**src/adcrc_pkg.sv**
```systemverilog
// package with register map, field layout and timing counts for the converter control
// Function
// - one conversion per completed start high-low pulse
// - busy set on launch, cleared on finish
// - enable bit powers converter, zero switches off
// - disabled converter leaves result registers unchanged
// - format zero: D11..4 high, D3..0 low-upper
// - format one: D11..8 high-lower, D7..0 low
// - unused result bit positions read zero
// - result pair read-only, holds twelve bits
// - channel codes 0..7 route analog input 0..7
// - channel codes 8..15 select nothing, floating
// - source 000, 101..111 select external path
// - source 001 bandgap, 010..100 ground
// - reference 01 analog supply, else reference pin
// - conversion clock is system clock over 2^field
// - analog input pin loses function and pull-high
// - completion raises converter interrupt request
package adcrc_pkg;
  localparam logic [7:0] ADCRC_OFS_RES_HI = 8'h00;
  localparam logic [7:0] ADCRC_OFS_RES_LO = 8'h04;
  localparam logic [7:0] ADCRC_OFS_CTRL0 = 8'h08;
  localparam logic [7:0] ADCRC_OFS_CTRL1 = 8'h0c;
  localparam logic [7:0] ADCRC_OFS_IRQ_STAT = 8'h10;
  localparam logic [7:0] ADCRC_OFS_IRQ_EN = 8'h14;
  localparam logic [7:0] ADCRC_OFS_IRQ_CLR = 8'h18;
  localparam logic [7:0] ADCRC_OFS_PIN_ANA = 8'h1c;
  localparam logic [7:0] ADCRC_CTRL0_RST = 8'h00;
  localparam logic [7:0] ADCRC_CTRL1_RST = 8'h00;
  localparam int ADCRC_C0_START = 7;
  localparam int ADCRC_C0_BUSY = 6;
  localparam int ADCRC_C0_EN = 5;
  localparam int ADCRC_C0_FMT = 4;
  localparam int ADCRC_C1_SRC_LSB = 5;
  localparam int ADCRC_C1_REF_LSB = 3;
  localparam int ADCRC_C1_CLK_LSB = 0;
  localparam logic [2:0] ADCRC_SRC_BANDGAP = 3'h1;
  localparam logic [2:0] ADCRC_SRC_GND_LO = 3'h2;
  localparam logic [2:0] ADCRC_SRC_GND_HI = 3'h4;
  localparam logic [1:0] ADCRC_REF_SUPPLY = 2'h1;
  localparam int ADCRC_RES_W = 12;
  localparam int ADCRC_NUM_CH = 8;
  // conversion takes this many converter clock ticks
  localparam logic [4:0] ADCRC_CONV_TICKS = 5'h10;
  typedef enum logic [1:0] {
    ADCRC_IDLE = 2'b00,
    ADCRC_CONV = 2'b01,
    ADCRC_DONE = 2'b10
  } adcrc_state_t;
endpackage

```
**src/adcrc_clkdiv.sv**
```systemverilog
// divider giving a one-cycle converter clock enable at pclk / 2^sel
`timescale 1ns/1ps
module adcrc_clkdiv (
  input wire logic pclk,
  input wire logic presetn,
  input wire logic run,
  input wire logic [2:0] sel,
  output logic tick
);
  import adcrc_pkg::*;
  logic [6:0] cnt_q;
  logic [6:0] limit;
  assign limit = 7'((8'h01 << sel) - 8'h01);
  assign tick = run && (cnt_q >= limit);
  always_ff @(posedge pclk or negedge presetn) begin
    if (!presetn) begin
      cnt_q <= 7'h00;
    end else if (!run || tick) begin
      cnt_q <= 7'h00;
    end else begin
      cnt_q <= cnt_q + 7'h01;
    end
  end
endmodule

```
**src/adcrc_sar.sv**
```systemverilog
// stand-in converter core: counts converter clock ticks, then captures the whole selected level at once on the last one
`timescale 1ns/1ps
module adcrc_sar (
  input wire logic pclk,
  input wire logic presetn,
  input wire logic launch,
  input wire logic tick,
  input wire logic [11:0] sample,
  output logic [11:0] value,
  output logic finish
);
  import adcrc_pkg::*;
  logic [4:0] cnt_q;
  logic [11:0] val_q;
  logic active_q;
  assign value = val_q;
  assign finish = active_q && tick && (cnt_q == ADCRC_CONV_TICKS - 5'h01);
  always_ff @(posedge pclk or negedge presetn) begin
    if (!presetn) begin
      cnt_q <= 5'h00;
      val_q <= 12'h000;
      active_q <= 1'b0;
    end else if (launch) begin
      cnt_q <= 5'h00;
      active_q <= 1'b1;
    end else if (finish) begin
      active_q <= 1'b0;
      val_q <= sample;
    end else if (active_q && tick) begin
      cnt_q <= cnt_q + 5'h01;
    end
  end
endmodule

```
**src/adcrc_top.sv**
```systemverilog
// converter register control with apb slave, interrupt and analog routing outputs
`timescale 1ns/1ps
module adcrc_top (
  pclk,
  presetn,
  psel,
  penable,
  pwrite,
  paddr,
  pwdata,
  prdata,
  pready,
  pslverr,
  ext_level,
  bandgap_level,
  irq,
  converter_power,
  analog_inputs,
  ext_floating,
  src_external,
  src_bandgap,
  src_ground,
  ref_from_supply,
  ref_from_pin,
  pin_analog_mode,
  pin_pullhigh_off
);
  import adcrc_pkg::*;
  input wire logic pclk;
  input wire logic presetn;
  input wire logic psel;
  input wire logic penable;
  input wire logic pwrite;
  input wire logic [7:0] paddr;
  input wire logic [31:0] pwdata;
  output logic [31:0] prdata;
  output logic pready;
  output logic pslverr;
  input wire logic [11:0] ext_level;
  input wire logic [11:0] bandgap_level;
  output logic irq;
  output logic converter_power;
  output logic [7:0] analog_inputs;
  output logic ext_floating;
  output logic src_external;
  output logic src_bandgap;
  output logic src_ground;
  output logic ref_from_supply;
  output logic ref_from_pin;
  output logic [7:0] pin_analog_mode;
  output logic [7:0] pin_pullhigh_off;

  logic [7:0] ctrl0_q;
  logic [7:0] ctrl1_q;
  logic [7:0] pin_ana_q;
  logic [11:0] result_q;
  logic irq_stat_q;
  logic irq_en_q;
  logic [31:0] rdata_q;
  adcrc_state_t state_q;
  adcrc_state_t state_d;

  // apb decode: single-cycle answer, zero wait states
  wire acc = psel && penable;
  wire wr = acc && pwrite;
  wire rd = acc && !pwrite;
  wire hit_hi = paddr == ADCRC_OFS_RES_HI;
  wire hit_lo = paddr == ADCRC_OFS_RES_LO;
  wire hit_c0 = paddr == ADCRC_OFS_CTRL0;
  wire hit_c1 = paddr == ADCRC_OFS_CTRL1;
  wire hit_st = paddr == ADCRC_OFS_IRQ_STAT;
  wire hit_en = paddr == ADCRC_OFS_IRQ_EN;
  wire hit_clr = paddr == ADCRC_OFS_IRQ_CLR;
  wire hit_pin = paddr == ADCRC_OFS_PIN_ANA;
  wire mapped = hit_hi | hit_lo | hit_c0 | hit_c1 | hit_st | hit_en | hit_clr | hit_pin;
  assign pready = 1'b1;
  assign pslverr = acc && !mapped;

  // field views
  wire enable = ctrl0_q[ADCRC_C0_EN];
  wire fmt = ctrl0_q[ADCRC_C0_FMT];
  wire start_bit = ctrl0_q[ADCRC_C0_START];
  wire [3:0] chan = ctrl0_q[3:0];
  wire [2:0] src = ctrl1_q[ADCRC_C1_SRC_LSB +: 3];
  wire [1:0] refsel = ctrl1_q[ADCRC_C1_REF_LSB +: 2];
  wire [2:0] clk_sel = ctrl1_q[ADCRC_C1_CLK_LSB +: 3];
  wire busy = state_q != ADCRC_IDLE;

  // start pulse completes when a write drops a set start bit
  wire start_fall = wr && hit_c0 && start_bit && !pwdata[ADCRC_C0_START];
  wire launch = start_fall && enable && pwdata[ADCRC_C0_EN] && !busy;

  // routing of analog source and reference
  assign converter_power = enable;
  assign src_bandgap = src == ADCRC_SRC_BANDGAP;
  assign src_ground = (src >= ADCRC_SRC_GND_LO) && (src <= ADCRC_SRC_GND_HI);
  assign src_external = !src_bandgap && !src_ground;
  assign ext_floating = chan[3];
  assign ref_from_supply = refsel == ADCRC_REF_SUPPLY;
  assign ref_from_pin = !ref_from_supply;
  assign pin_analog_mode = pin_ana_q;
  assign pin_pullhigh_off = pin_ana_q;

  genvar gi;
  generate
    for (gi = 0; gi < ADCRC_NUM_CH; gi++) begin : g_route
      // internal source never shorted: pin only drives when external path chosen
      assign analog_inputs[gi] = src_external && !chan[3] && (chan[2:0] == gi);
    end
  endgenerate

  wire [11:0] sample = src_bandgap ? bandgap_level : (src_ground || ext_floating) ? 12'h000
                       : ext_level;

  logic tick;
  logic finish;
  logic [11:0] conv_value;

  adcrc_clkdiv u_div (
    .pclk(pclk),
    .presetn(presetn),
    .run(busy && enable),
    .sel(clk_sel),
    .tick(tick)
  );

  adcrc_sar u_sar (
    .pclk(pclk),
    .presetn(presetn),
    .launch(launch),
    .tick(tick),
    .sample(sample),
    .value(conv_value),
    .finish(finish)
  );

  // busy state machine; disabling mid conversion aborts without a result
  always_comb begin
    state_d = state_q;
    unique case (state_q)
      ADCRC_IDLE: begin
        if (launch) begin
          state_d = ADCRC_CONV;
        end
      end
      ADCRC_CONV: begin
        if (!enable) begin
          state_d = ADCRC_IDLE;
        end else if (finish) begin
          state_d = ADCRC_DONE;
        end
      end
      ADCRC_DONE: begin
        state_d = ADCRC_IDLE;
      end
      default: begin
        state_d = ADCRC_IDLE;
      end
    endcase
  end

  wire done = state_q == ADCRC_DONE;

  always_ff @(posedge pclk or negedge presetn) begin
    if (!presetn) begin
      state_q <= ADCRC_IDLE;
    end else begin
      state_q <= state_d;
    end
  end

  // result copied in the done cycle, once the core has latched it, landing with the busy drop
  always_ff @(posedge pclk or negedge presetn) begin
    if (!presetn) begin
      result_q <= 12'h000;
    end else if (done && enable) begin
      result_q <= conv_value;
    end
  end

  // control registers; busy bit is read-only and never stored
  always_ff @(posedge pclk or negedge presetn) begin
    if (!presetn) begin
      ctrl0_q <= ADCRC_CTRL0_RST;
      ctrl1_q <= ADCRC_CTRL1_RST;
      pin_ana_q <= 8'h00;
      irq_en_q <= 1'b0;
    end else if (wr) begin
      if (hit_c0) begin
        ctrl0_q <= pwdata[7:0] & 8'hbf;
      end
      if (hit_c1) begin
        ctrl1_q <= pwdata[7:0];
      end
      if (hit_pin) begin
        pin_ana_q <= pwdata[7:0];
      end
      if (hit_en) begin
        irq_en_q <= pwdata[0];
      end
    end
  end

  // sticky completion flag, set beats clear
  always_ff @(posedge pclk or negedge presetn) begin
    if (!presetn) begin
      irq_stat_q <= 1'b0;
    end else if (done) begin
      irq_stat_q <= 1'b1;
    end else if (wr && hit_clr && pwdata[0]) begin
      irq_stat_q <= 1'b0;
    end
  end
  assign irq = irq_stat_q && irq_en_q;

  // result views per format; unused positions are zero
  wire [7:0] res_hi = fmt ? {4'h0, result_q[11:8]} : result_q[11:4];
  wire [7:0] res_lo = fmt ? result_q[7:0] : {result_q[3:0], 4'h0};
  wire [7:0] c0_view = {ctrl0_q[7], busy, ctrl0_q[5:0]};
  wire [7:0] rsel = hit_hi ? res_hi : hit_lo ? res_lo : hit_c0 ? c0_view : hit_c1 ? ctrl1_q
                  : hit_st ? {7'h00, irq_stat_q} : hit_en ? {7'h00, irq_en_q}
                  : hit_pin ? pin_ana_q : 8'h00;

  always_ff @(posedge pclk or negedge presetn) begin
    if (!presetn) begin
      rdata_q <= 32'h0000_0000;
    end else if (psel && !penable && !pwrite) begin
      rdata_q <= {24'h00_0000, rsel};
    end
  end
  assign prdata = rd ? rdata_q : 32'h0000_0000;

  // checks
  AST_LAUNCH_BUSY: assert property (@(posedge pclk) disable iff (!presetn)
    launch |=> busy) else $error("busy not set after launch");
  AST_NO_LAUNCH_DISABLED: assert property (@(posedge pclk) disable iff (!presetn)
    (!busy && !enable) |=> !busy) else $error("conversion started while disabled");
  AST_BUSY_CLEARS: assert property (@(posedge pclk) disable iff (!presetn)
    done |=> !busy) else $error("busy not cleared after finish");
  AST_RESULT_HELD: assert property (@(posedge pclk) disable iff (!presetn)
    !enable |=> $stable(result_q)) else $error("result changed while disabled");
  AST_RESULT_BEFORE_CLEAR: assert property (@(posedge pclk) disable iff (!presetn)
    (state_q == ADCRC_CONV && finish && enable) ##1 enable
    |=> (!busy && result_q == $past(sample, 2)))
    else $error("result not written before busy cleared");
  AST_FMT_ZERO: assert property (@(posedge pclk) disable iff (!presetn)
    !fmt |-> (res_lo[3:0] == 4'h0 && {res_hi, res_lo[7:4]} == result_q))
    else $error("left format wrong");
  AST_FMT_ONE: assert property (@(posedge pclk) disable iff (!presetn)
    fmt |-> (res_hi[7:4] == 4'h0 && {res_hi[3:0], res_lo} == result_q))
    else $error("right format wrong");
  AST_IRQ_ON_DONE: assert property (@(posedge pclk) disable iff (!presetn)
    done ##1 irq_en_q |-> irq) else $error("interrupt missing after finish");
  AST_ROUTE_ONEHOT: assert property (@(posedge pclk) disable iff (!presetn)
    $onehot0(analog_inputs) && ((src_external && !chan[3]) || analog_inputs == 8'h00))
    else $error("bad channel routing");
  AST_SRC_EXCL: assert property (@(posedge pclk) disable iff (!presetn)
    $onehot({src_external, src_bandgap, src_ground})) else $error("source not unique");
  AST_CLK_DIV: assert property (@(posedge pclk) disable iff (!presetn)
    (tick && clk_sel == 3'h1 && busy && enable) |=> !tick) else $error("divide ratio wrong");
  AST_REF: assert property (@(posedge pclk) disable iff (!presetn)
    ref_from_pin == (refsel != ADCRC_REF_SUPPLY)) else $error("reference select wrong");
endmodule

```
**config.mk**
```make
export PLATFORM = sky130hd
export DESIGN_NAME = adcrc_top
export DESIGN_NICKNAME = d
export VERILOG_FILES = /design/src/adcrc_pkg.sv /design/src/adcrc_clkdiv.sv /design/src/adcrc_sar.sv /design/src/adcrc_top.sv
export SDC_FILE = /design/constraint.sdc
export NUM_CORES = 1
export LEC_CHECK = 0
export ABC_AREA = 1
export BUFFER_PORTS_ARGS = -buffer_cell sky130_fd_sc_hd__buf_2
export CAP_MARGIN = 10
export CORE_ASPECT_RATIO = 0.5
export CORE_MARGIN = 2
export CORE_UTILIZATION = 35
export CTS_CLUSTER_SIZE = 12
export DETAILED_ROUTE_END_ITERATION = 16
export SLEW_MARGIN = 20
export SYNTH_ARGS = -nofsm -noshare
export SYNTH_HDL_FRONTEND = slang
export SYNTH_SLANG_ARGS = --single-unit
```
**constraint.sdc**
```tcl
create_clock -name pclk -period 3.4 [get_ports pclk]
set_input_delay 0.34 -clock pclk [delete_from_list [all_inputs] [get_ports pclk]]
set_output_delay 0.34 -clock pclk [all_outputs]
set_load 0.02 [all_outputs]
```
# --- After elaboration in Yosys (flattened, before gate mapping) ---
# Index checks and enable logic that the tools add are counted.
# Widths: inputs -> output; s select.
word_totals:
  regBits: 72
  in_bits: 69
  out_inout_bits: 66
  word_cells: 130
classes:
  n_mux: 24
  n_addsub: 3
  bitwise: 8
  n_reduce_logical: 57
  shift: 1
  n_lt_le_gt_ge: 3
  n_eq_ne: 22
ops:
  columns: ["op", "n"]
  rows:
  - ["$mux 8", 10]
  - ["$eq 8x5->1 const B", 4]
  - ["$logic_and 1x1->1", 31]
  - ["$mux 12", 2]
  - ["$eq 8x4->1 const B", 2]
  - ["$mux 5", 3]
  - ["$reduce_and 2->1", 7]
  - ["$eq 3x3->1 const B", 4]
  - ["$logic_not 1->1", 10]
  - ["$eq 8x3->1 const B", 1]
  - ["$logic_not 8->1", 1]
  - ["$reduce_bool 2->1", 4]
  - ["$add 7x1->7 const B", 1]
  - ["$ge 7x7->1", 1]
  - ["$mux 7", 1]
  - ["$or 1x1->1", 7]
  - ["$shl 1x3->7 const A", 1]
  - ["$sub 7x1->7 const B", 1]
  - ["$eq 3x1->1 const B", 2]
  - ["$eq 3x2->1 const B", 2]
  - ["$mux 2", 3]
  - ["$add 5x1->5 const B", 1]
  - ["$eq 5x4->1 const B", 1]
  - ["$eq 2x1->1 const B", 2]
  - ["other kinds (11)", 16]

# --- Depth between registers and ports, before layout ---
logic_depth:
  ltp_word: 10
  ltp_mapped: 14
  ltp_nobuf: 12

# --- Hierarchy ---
# A second synthesis with hierarchy kept.
unflattened:
  hier_cells: 567
  hier_area_um2: 4372.9
by_module_without_submodules:
  columns: ["module", "area_per_inst_um2", "seq_area_each_um2", "n_inst", "cells_each"]
  rows:
  - ["adcrc_top", 3030.4, 1176.1, 1, 402]
  - ["adcrc_sar", 795.8, 450.4, 1, 92]
  - ["adcrc_clkdiv", 546.8, 175.2, 1, 73]

# --- Least setup slack after synthesis ---
# OpenSTA, ideal clock, no wires.
synth_path:
  path_kind: "flip-flop to flip-flop"
  from: "register ctrl1_q[2]"
  to: "register u_div.cnt_q[2]"
  path_stages_with_launch: 11
  arrival_ps: 1763
  t_required_ps: 3312
  path_buffers: 2
  setup_time_ps: 88
  path_slack_ps: 1549
  synth_period_minus_slack_ps: 1851
  path_cell_list: "dfrtp_1 > clkbuf_1 > nand3_1 > ha_1 > nand2_1 > inv_1 > a21oi_1 > nand3_1 > or2_1 > buf_2 > nor3b_1"
synth_between:
  elab_chain_cells: 6
synth_rtl:
  columns: ["item", "line_no", "source"]
  rows:
  - ["start, declared", "adcrc_top.sv:54", "logic [7:0] ctrl1_q;"]
  - ["start signal, assigned", "adcrc_top.sv:193", "ctrl1_q <= pwdata[7:0];"]
  - ["$shl 1x3->7", "adcrc_clkdiv.sv:13", "assign limit = 7'((8'h01 << sel) - 8'h01);"]
  - ["$sub 7x1->7", "adcrc_clkdiv.sv:13", null]
  - ["$ge 7x7->1", "adcrc_clkdiv.sv:14", "assign tick = run && (cnt_q >= limit);"]
  - ["$logic_and 1x1->1", "adcrc_clkdiv.sv:14", null]
  - ["$logic_or 1x1->1", "adcrc_clkdiv.sv:18", "end else if (!run || tick) begin"]
  - ["$mux 7", "adcrc_clkdiv.sv:18", null]
  - ["end signal, assigned", "adcrc_clkdiv.sv:21", "cnt_q <= cnt_q + 7'h01;"]
  - ["end, declared", "adcrc_clkdiv.sv:11", "logic [6:0] cnt_q;"]
# Every way passes these cells.
# A chain may end at the register's enable or synchronous reset.

# --- Final worst setup path ---
layout_path:
  from: "register ctrl1_q[6]"
  to: "output port analog_inputs[0]"
layout_between:
  elab_chain_cells: 6
  elab_cells_between_ends: 9
  classes_between: "2 x order compare; 1 x eq/ne; 6 x reduce/logical"
layout_rtl:
  columns: ["item", "line_no", "source"]
  rows:
  - ["$ge 3x2->1 or $le 3x3->1 (tied branches)", "adcrc_top.sv:96", "assign src_ground = (src >= ADCRC_SRC_GND_LO) && (src <= ADCRC_SRC_GND_HI);"]
  - ["$logic_and 1x1->1", "adcrc_top.sv:96", null]
  - ["$logic_not 1->1", "adcrc_top.sv:97", "assign src_external = !src_bandgap && !src_ground;"]
  - ["$logic_and 1x1->1 *", "adcrc_top.sv:97", null]
  - ["$logic_and 1x1->1 * (2 in a row)", "adcrc_top.sv:108", "assign analog_inputs[gi] = src_external && !chan[3] && (chan[2:0] == gi);"]
  - ["end, declared", "adcrc_top.sv:43", "output logic [7:0] analog_inputs;"]
# Mark *: on every way between the ends. The rest lies on a longest branch, timed or not.

==> results by group <==
Final layout
  – Area Growth Syn to Fin: 16.8%
  – Antenna Cells: 0
  – Footprint of the multi-input gates: just over 2000 um^2
  – Nets@finish: 753
  – Fraction of layout cells with a size suffix above 1: 0.192
  – Fin util: 0.428
  – Fill count: around 1.3k
  – Final Non-Filler Cells: 843
  – Reg area: 1800 um^2

Routing
  – Post-DRT Antenna Nets: 0
  – Routed wl met3: ~570 um
  – Initial detailed-routing violation count: ~140
  – Highest routed layer: met4
  – Initial DRT Pass Iterations: 4
  – Met2 wire len: 4370 um
  – Routed met1 length: 5320 um
  – Post-route DRC: 0
  – Post-DR vias/cell: roughly 4.5
  – WL final: 10300 um
  – Via Count: around 3.8k
  – Post-DR wirelength/cell: ~12 um

Pwr
  – Maximum vdd drop: between 0.00015 and 0.0002 V
  – P_leak: 0.00269 uW
  – Logic gate share of total power: 0.079
  – Sw Share: 0.221
  – P_int: 1590 uW
  – Pwr Density: a little under 400 nW/um^2
  – Switch Pwr: 453 uW
  – Sequential power share: 0.427
  – Clock share of power: 0.494

Timing
  – Clock Skews: slightly above 5 ps
  – Hold slack: 104 ps
  – Worst Tran Pin Value: 807 ps
  – TNS Setup: 0 ps
  – Setup violations, final: 0
  – RSZ-0062 raised after global routing: false
  – Slew margin rel.: 0.462
  – Final Slew Violations: 0
  – Fin worst setup slack: about 740 ps
  – Part of the cycle the worst path needs: 0.782
  – Peak Freq: between 0.3 and 0.4 GHz
  – Fin crit period: 2660 ps
  – Final hold violations: 0

Floorplan
  – Die Area: approximately 14000 um^2
  – Chip Height: 83.3 um
  – Core area: between 10000 and 15000 um^2
  – Initial Util: 0.366
  – Boundary Pins: 135
  – Num rows: 28
  – Die Wd: approximately 160 um

Critical path
  – Critical Path Fanout Max: 13
  – WP data arrival: approximately 2300 ps
  – Largest stage delay on the critical path: between 500 and 600 ps
  – Slowest CP cell: nor3_1
  – Crit path kind: flop to output pin
  – Worst-path cell chain: o21ai_0 > o21ai_1 > buf_4 > inv_1 > nor3_1 > nand2_1 > nor2_1 > buf_2
  – Crit end category: output pin
  – Crit path launch type: flop
  – Required @ worst endpoint: 3060 ps

Yosys
  – Post-synth ARST share: 1.00
  – Mapped cell area: between 4000 and 5000 um^2
  – EDFF count, synth: 0
  – Top FF cell, synth: dfrtp_1
  – Yosys reg bits: just over 70
  – Avg Synthesized Cell Area: roughly 7.3 um^2
  – Sequential area share after synthesis: 0.410
  – Synth unique cells: 34
  – Synthesized instance count: about 600
  – Yosys warns: 0

Global routing
  – Total gr overflow: 0
  – Vias in the first global route: ~3.5k
  – Overall Global Routing Usage: 0.160
  – Initial antenna violation count: 0
  – Largest net degree at the start of global routing: 39
  – First-pass GRT wire length: 17200 um

Clocking
  – CTS max path bufs: 2
  – Post_cts resized: 0
  – Clock tree sinks: 72
  – Clock-pin slew on the worst setup and hold paths: around 50 ps
  – TritonCTS clock tree: done
  – Cts bufs inserted: 9
  – Postcts setup bufs: 0
  – Root Buffer: clkbuf_16
  – Worst-skew pair later-pin latency: roughly 330 ps
  – H-tree depth: 3
  – Hold_buf cts: 0

Placed design
  – PortBufs: 85
  – Routability cong.: 0.837
  – DP HPWL: roughly 8000 um
  – DP Cell Count: 828
  – Pre-CTS setup slack: ~1200 ps

Flow run
  – Max-cap violations: 0

Status
  – Status: finished clean

Hold path
  – Min-delay worst type: input port to async pin
[sequential cells by signal (all words and copies together) (netlist names)]
| signal | flops |
|---|---|
| irq_stat_q | 1 |
| rdata_q | 8 |
| irq_en_q | 1 |
| pin_analog_mode | 8 |
| ctrl1_q | 8 |
| ctrl0_q | 7 |
| u_sar.value | 12 |
| state_q | 2 |
| result_q | 12 |
| u_sar.cnt_q | 5 |
| u_sar.active_q | 1 |
| u_div.cnt_q | 7 |
[final cells by class]
type | count | area share
Clock inverter | 3 | 0.0127
Tap cell | 165 | 0.0402
Multi-Input combinational cell | 421 | 0.397
Clock buffer | 12 | 0.0499
Inverter | 82 | 0.0599
Sequential cell | 72 | 0.351
Timing Repair Buffer | 88 | 0.0896
[cells in the mapped netlist, drive strengths merged, types with 2 or more instances]
library cell / count / share of area
nand2: 177 / 0.15
inv: 81 / 0.069
dfrtp: 72 / 0.41
o21ai: 70 / 0.087
nor2: 59 / 0.063
nand3: 48 / 0.063
buf: 40 / 0.068
ha: 10 / 0.028
clkbuf: 9 / 0.0077
a21oi: 7 / 0.0080
nand4: 6 / 0.0085
nor3: 4 / 0.0057
xor2: 4 / 0.0080
a31oi: 3 / 0.0043
conb: 2 / 0.0017
nor3b: 2 / 0.0034
o211ai: 2 / 0.0034
or2: 2 / 0.0028
[layer usage]
| layer | up-vias | global-route usage |
|---|---|---|
| met4 | 0 | 0.0434 |
| met2 | 90 | 0.244 |
| met5 | - | 0 |
| met3 | 6 | 0.0355 |
| met1 | 1694 | 0.228 |
| li1 | 1972 | - |
[cells by family (layout without fill, tap and decap cells)]
group / Yosys count / after routing / share of synthesized area
AOI/OAI and AO/OA: 84 / 84 / 0.106
other: 2 / 25 / 0.00171
xor gates and xnor gates: 4 / 4 / 0.00797
adders and majority gates: 10 / 10 / 0.0285
and+or+nand+nor: 298 / 298 / 0.301
DFF: 72 / 72 / 0.410
buffers and inverters: 131 / 185 / 0.146
[worst paths after layout]
path | from | to | slack [ps] | depth (start not counted)
max | ctrl1_q[6]$_DFFE_PN0P_ | analog_inputs[0] | 740 | 8
min | presetn | u_sar.cnt_q[0]$_DFFE_PN0P_ | 100 | 1
max reg2reg | ctrl1_q[2]$_DFFE_PN0P_ | u_sar.value[4]$_DFFE_PN0P_ | 1170 | 11
min reg2reg | state_q[0]$_DFFE_PN0P_ | irq_stat_q$_DFFE_PN0P_ | 460 | 1
max in group asynchronous | presetn | rdata_q[4]$_DFFE_PN0P_ | 2610 | 2
min in group pclk | pwdata[6] | ctrl1_q[6]$_DFFE_PN0P_ | 270 | 3
[critical path: cells and delay by family, from the launching register on]
family | cells | cell delay, ps
compound gates | 2 | 180
buf+inv | 3 | 460
flops | 1 | 400
simple gates | 3 | 920
[power by group through the flow]
| stage | sequential (uW) | combinational (uW) | clock [uW] |
|---|---|---|---|
| 2_1_floorplan | 888 | 115 | 0 |
| 3_3_place_gp | 888 | 161 | 0 |
| 3_5_place_dp | 888 | 163 | 0 |
| 4_1_cts | 873 | 163 | 1030 |
| 5_1_grt | 873 | 181 | 1070 |
| 6_report | 873 | 161 | 1010 |
[per-stage QoR]
stage / total power [uW] / instance area (um^2)
after floorplan: 1000 / 4480
after global placement: 1050 / 4820
after detailed placement: 1050 / 4820
after CTS: 2070 / 5140
after global routing: 2130 / 5140
final: 2040 / 5140
[placed cells by master, fill, tap and decap left out, types with 2 or more instances in the layout]
cell,count
xor2_1,4
nor3b_1,2
nand2_1,174
nor2_2,2
o21ai_0,58
a21oi_1,7
nand2_2,2
buf_4,2
bufinv_16,2
a31oi_1,3
nand3_1,44
nand3_4,2
clkbuf_8,2
clkbuf_16,9
nor2_1,50
ha_1,10
inv_2,2
o21ai_1,4
dfrtp_1,72
nor3_1,3
o21ai_2,8
buf_2,85
inv_1,79
nand4_1,6
nor2_4,7
o211ai_1,2
nand3_2,2
conb_1,25
No activity file was read; power rests on OpenSTA's default activity.
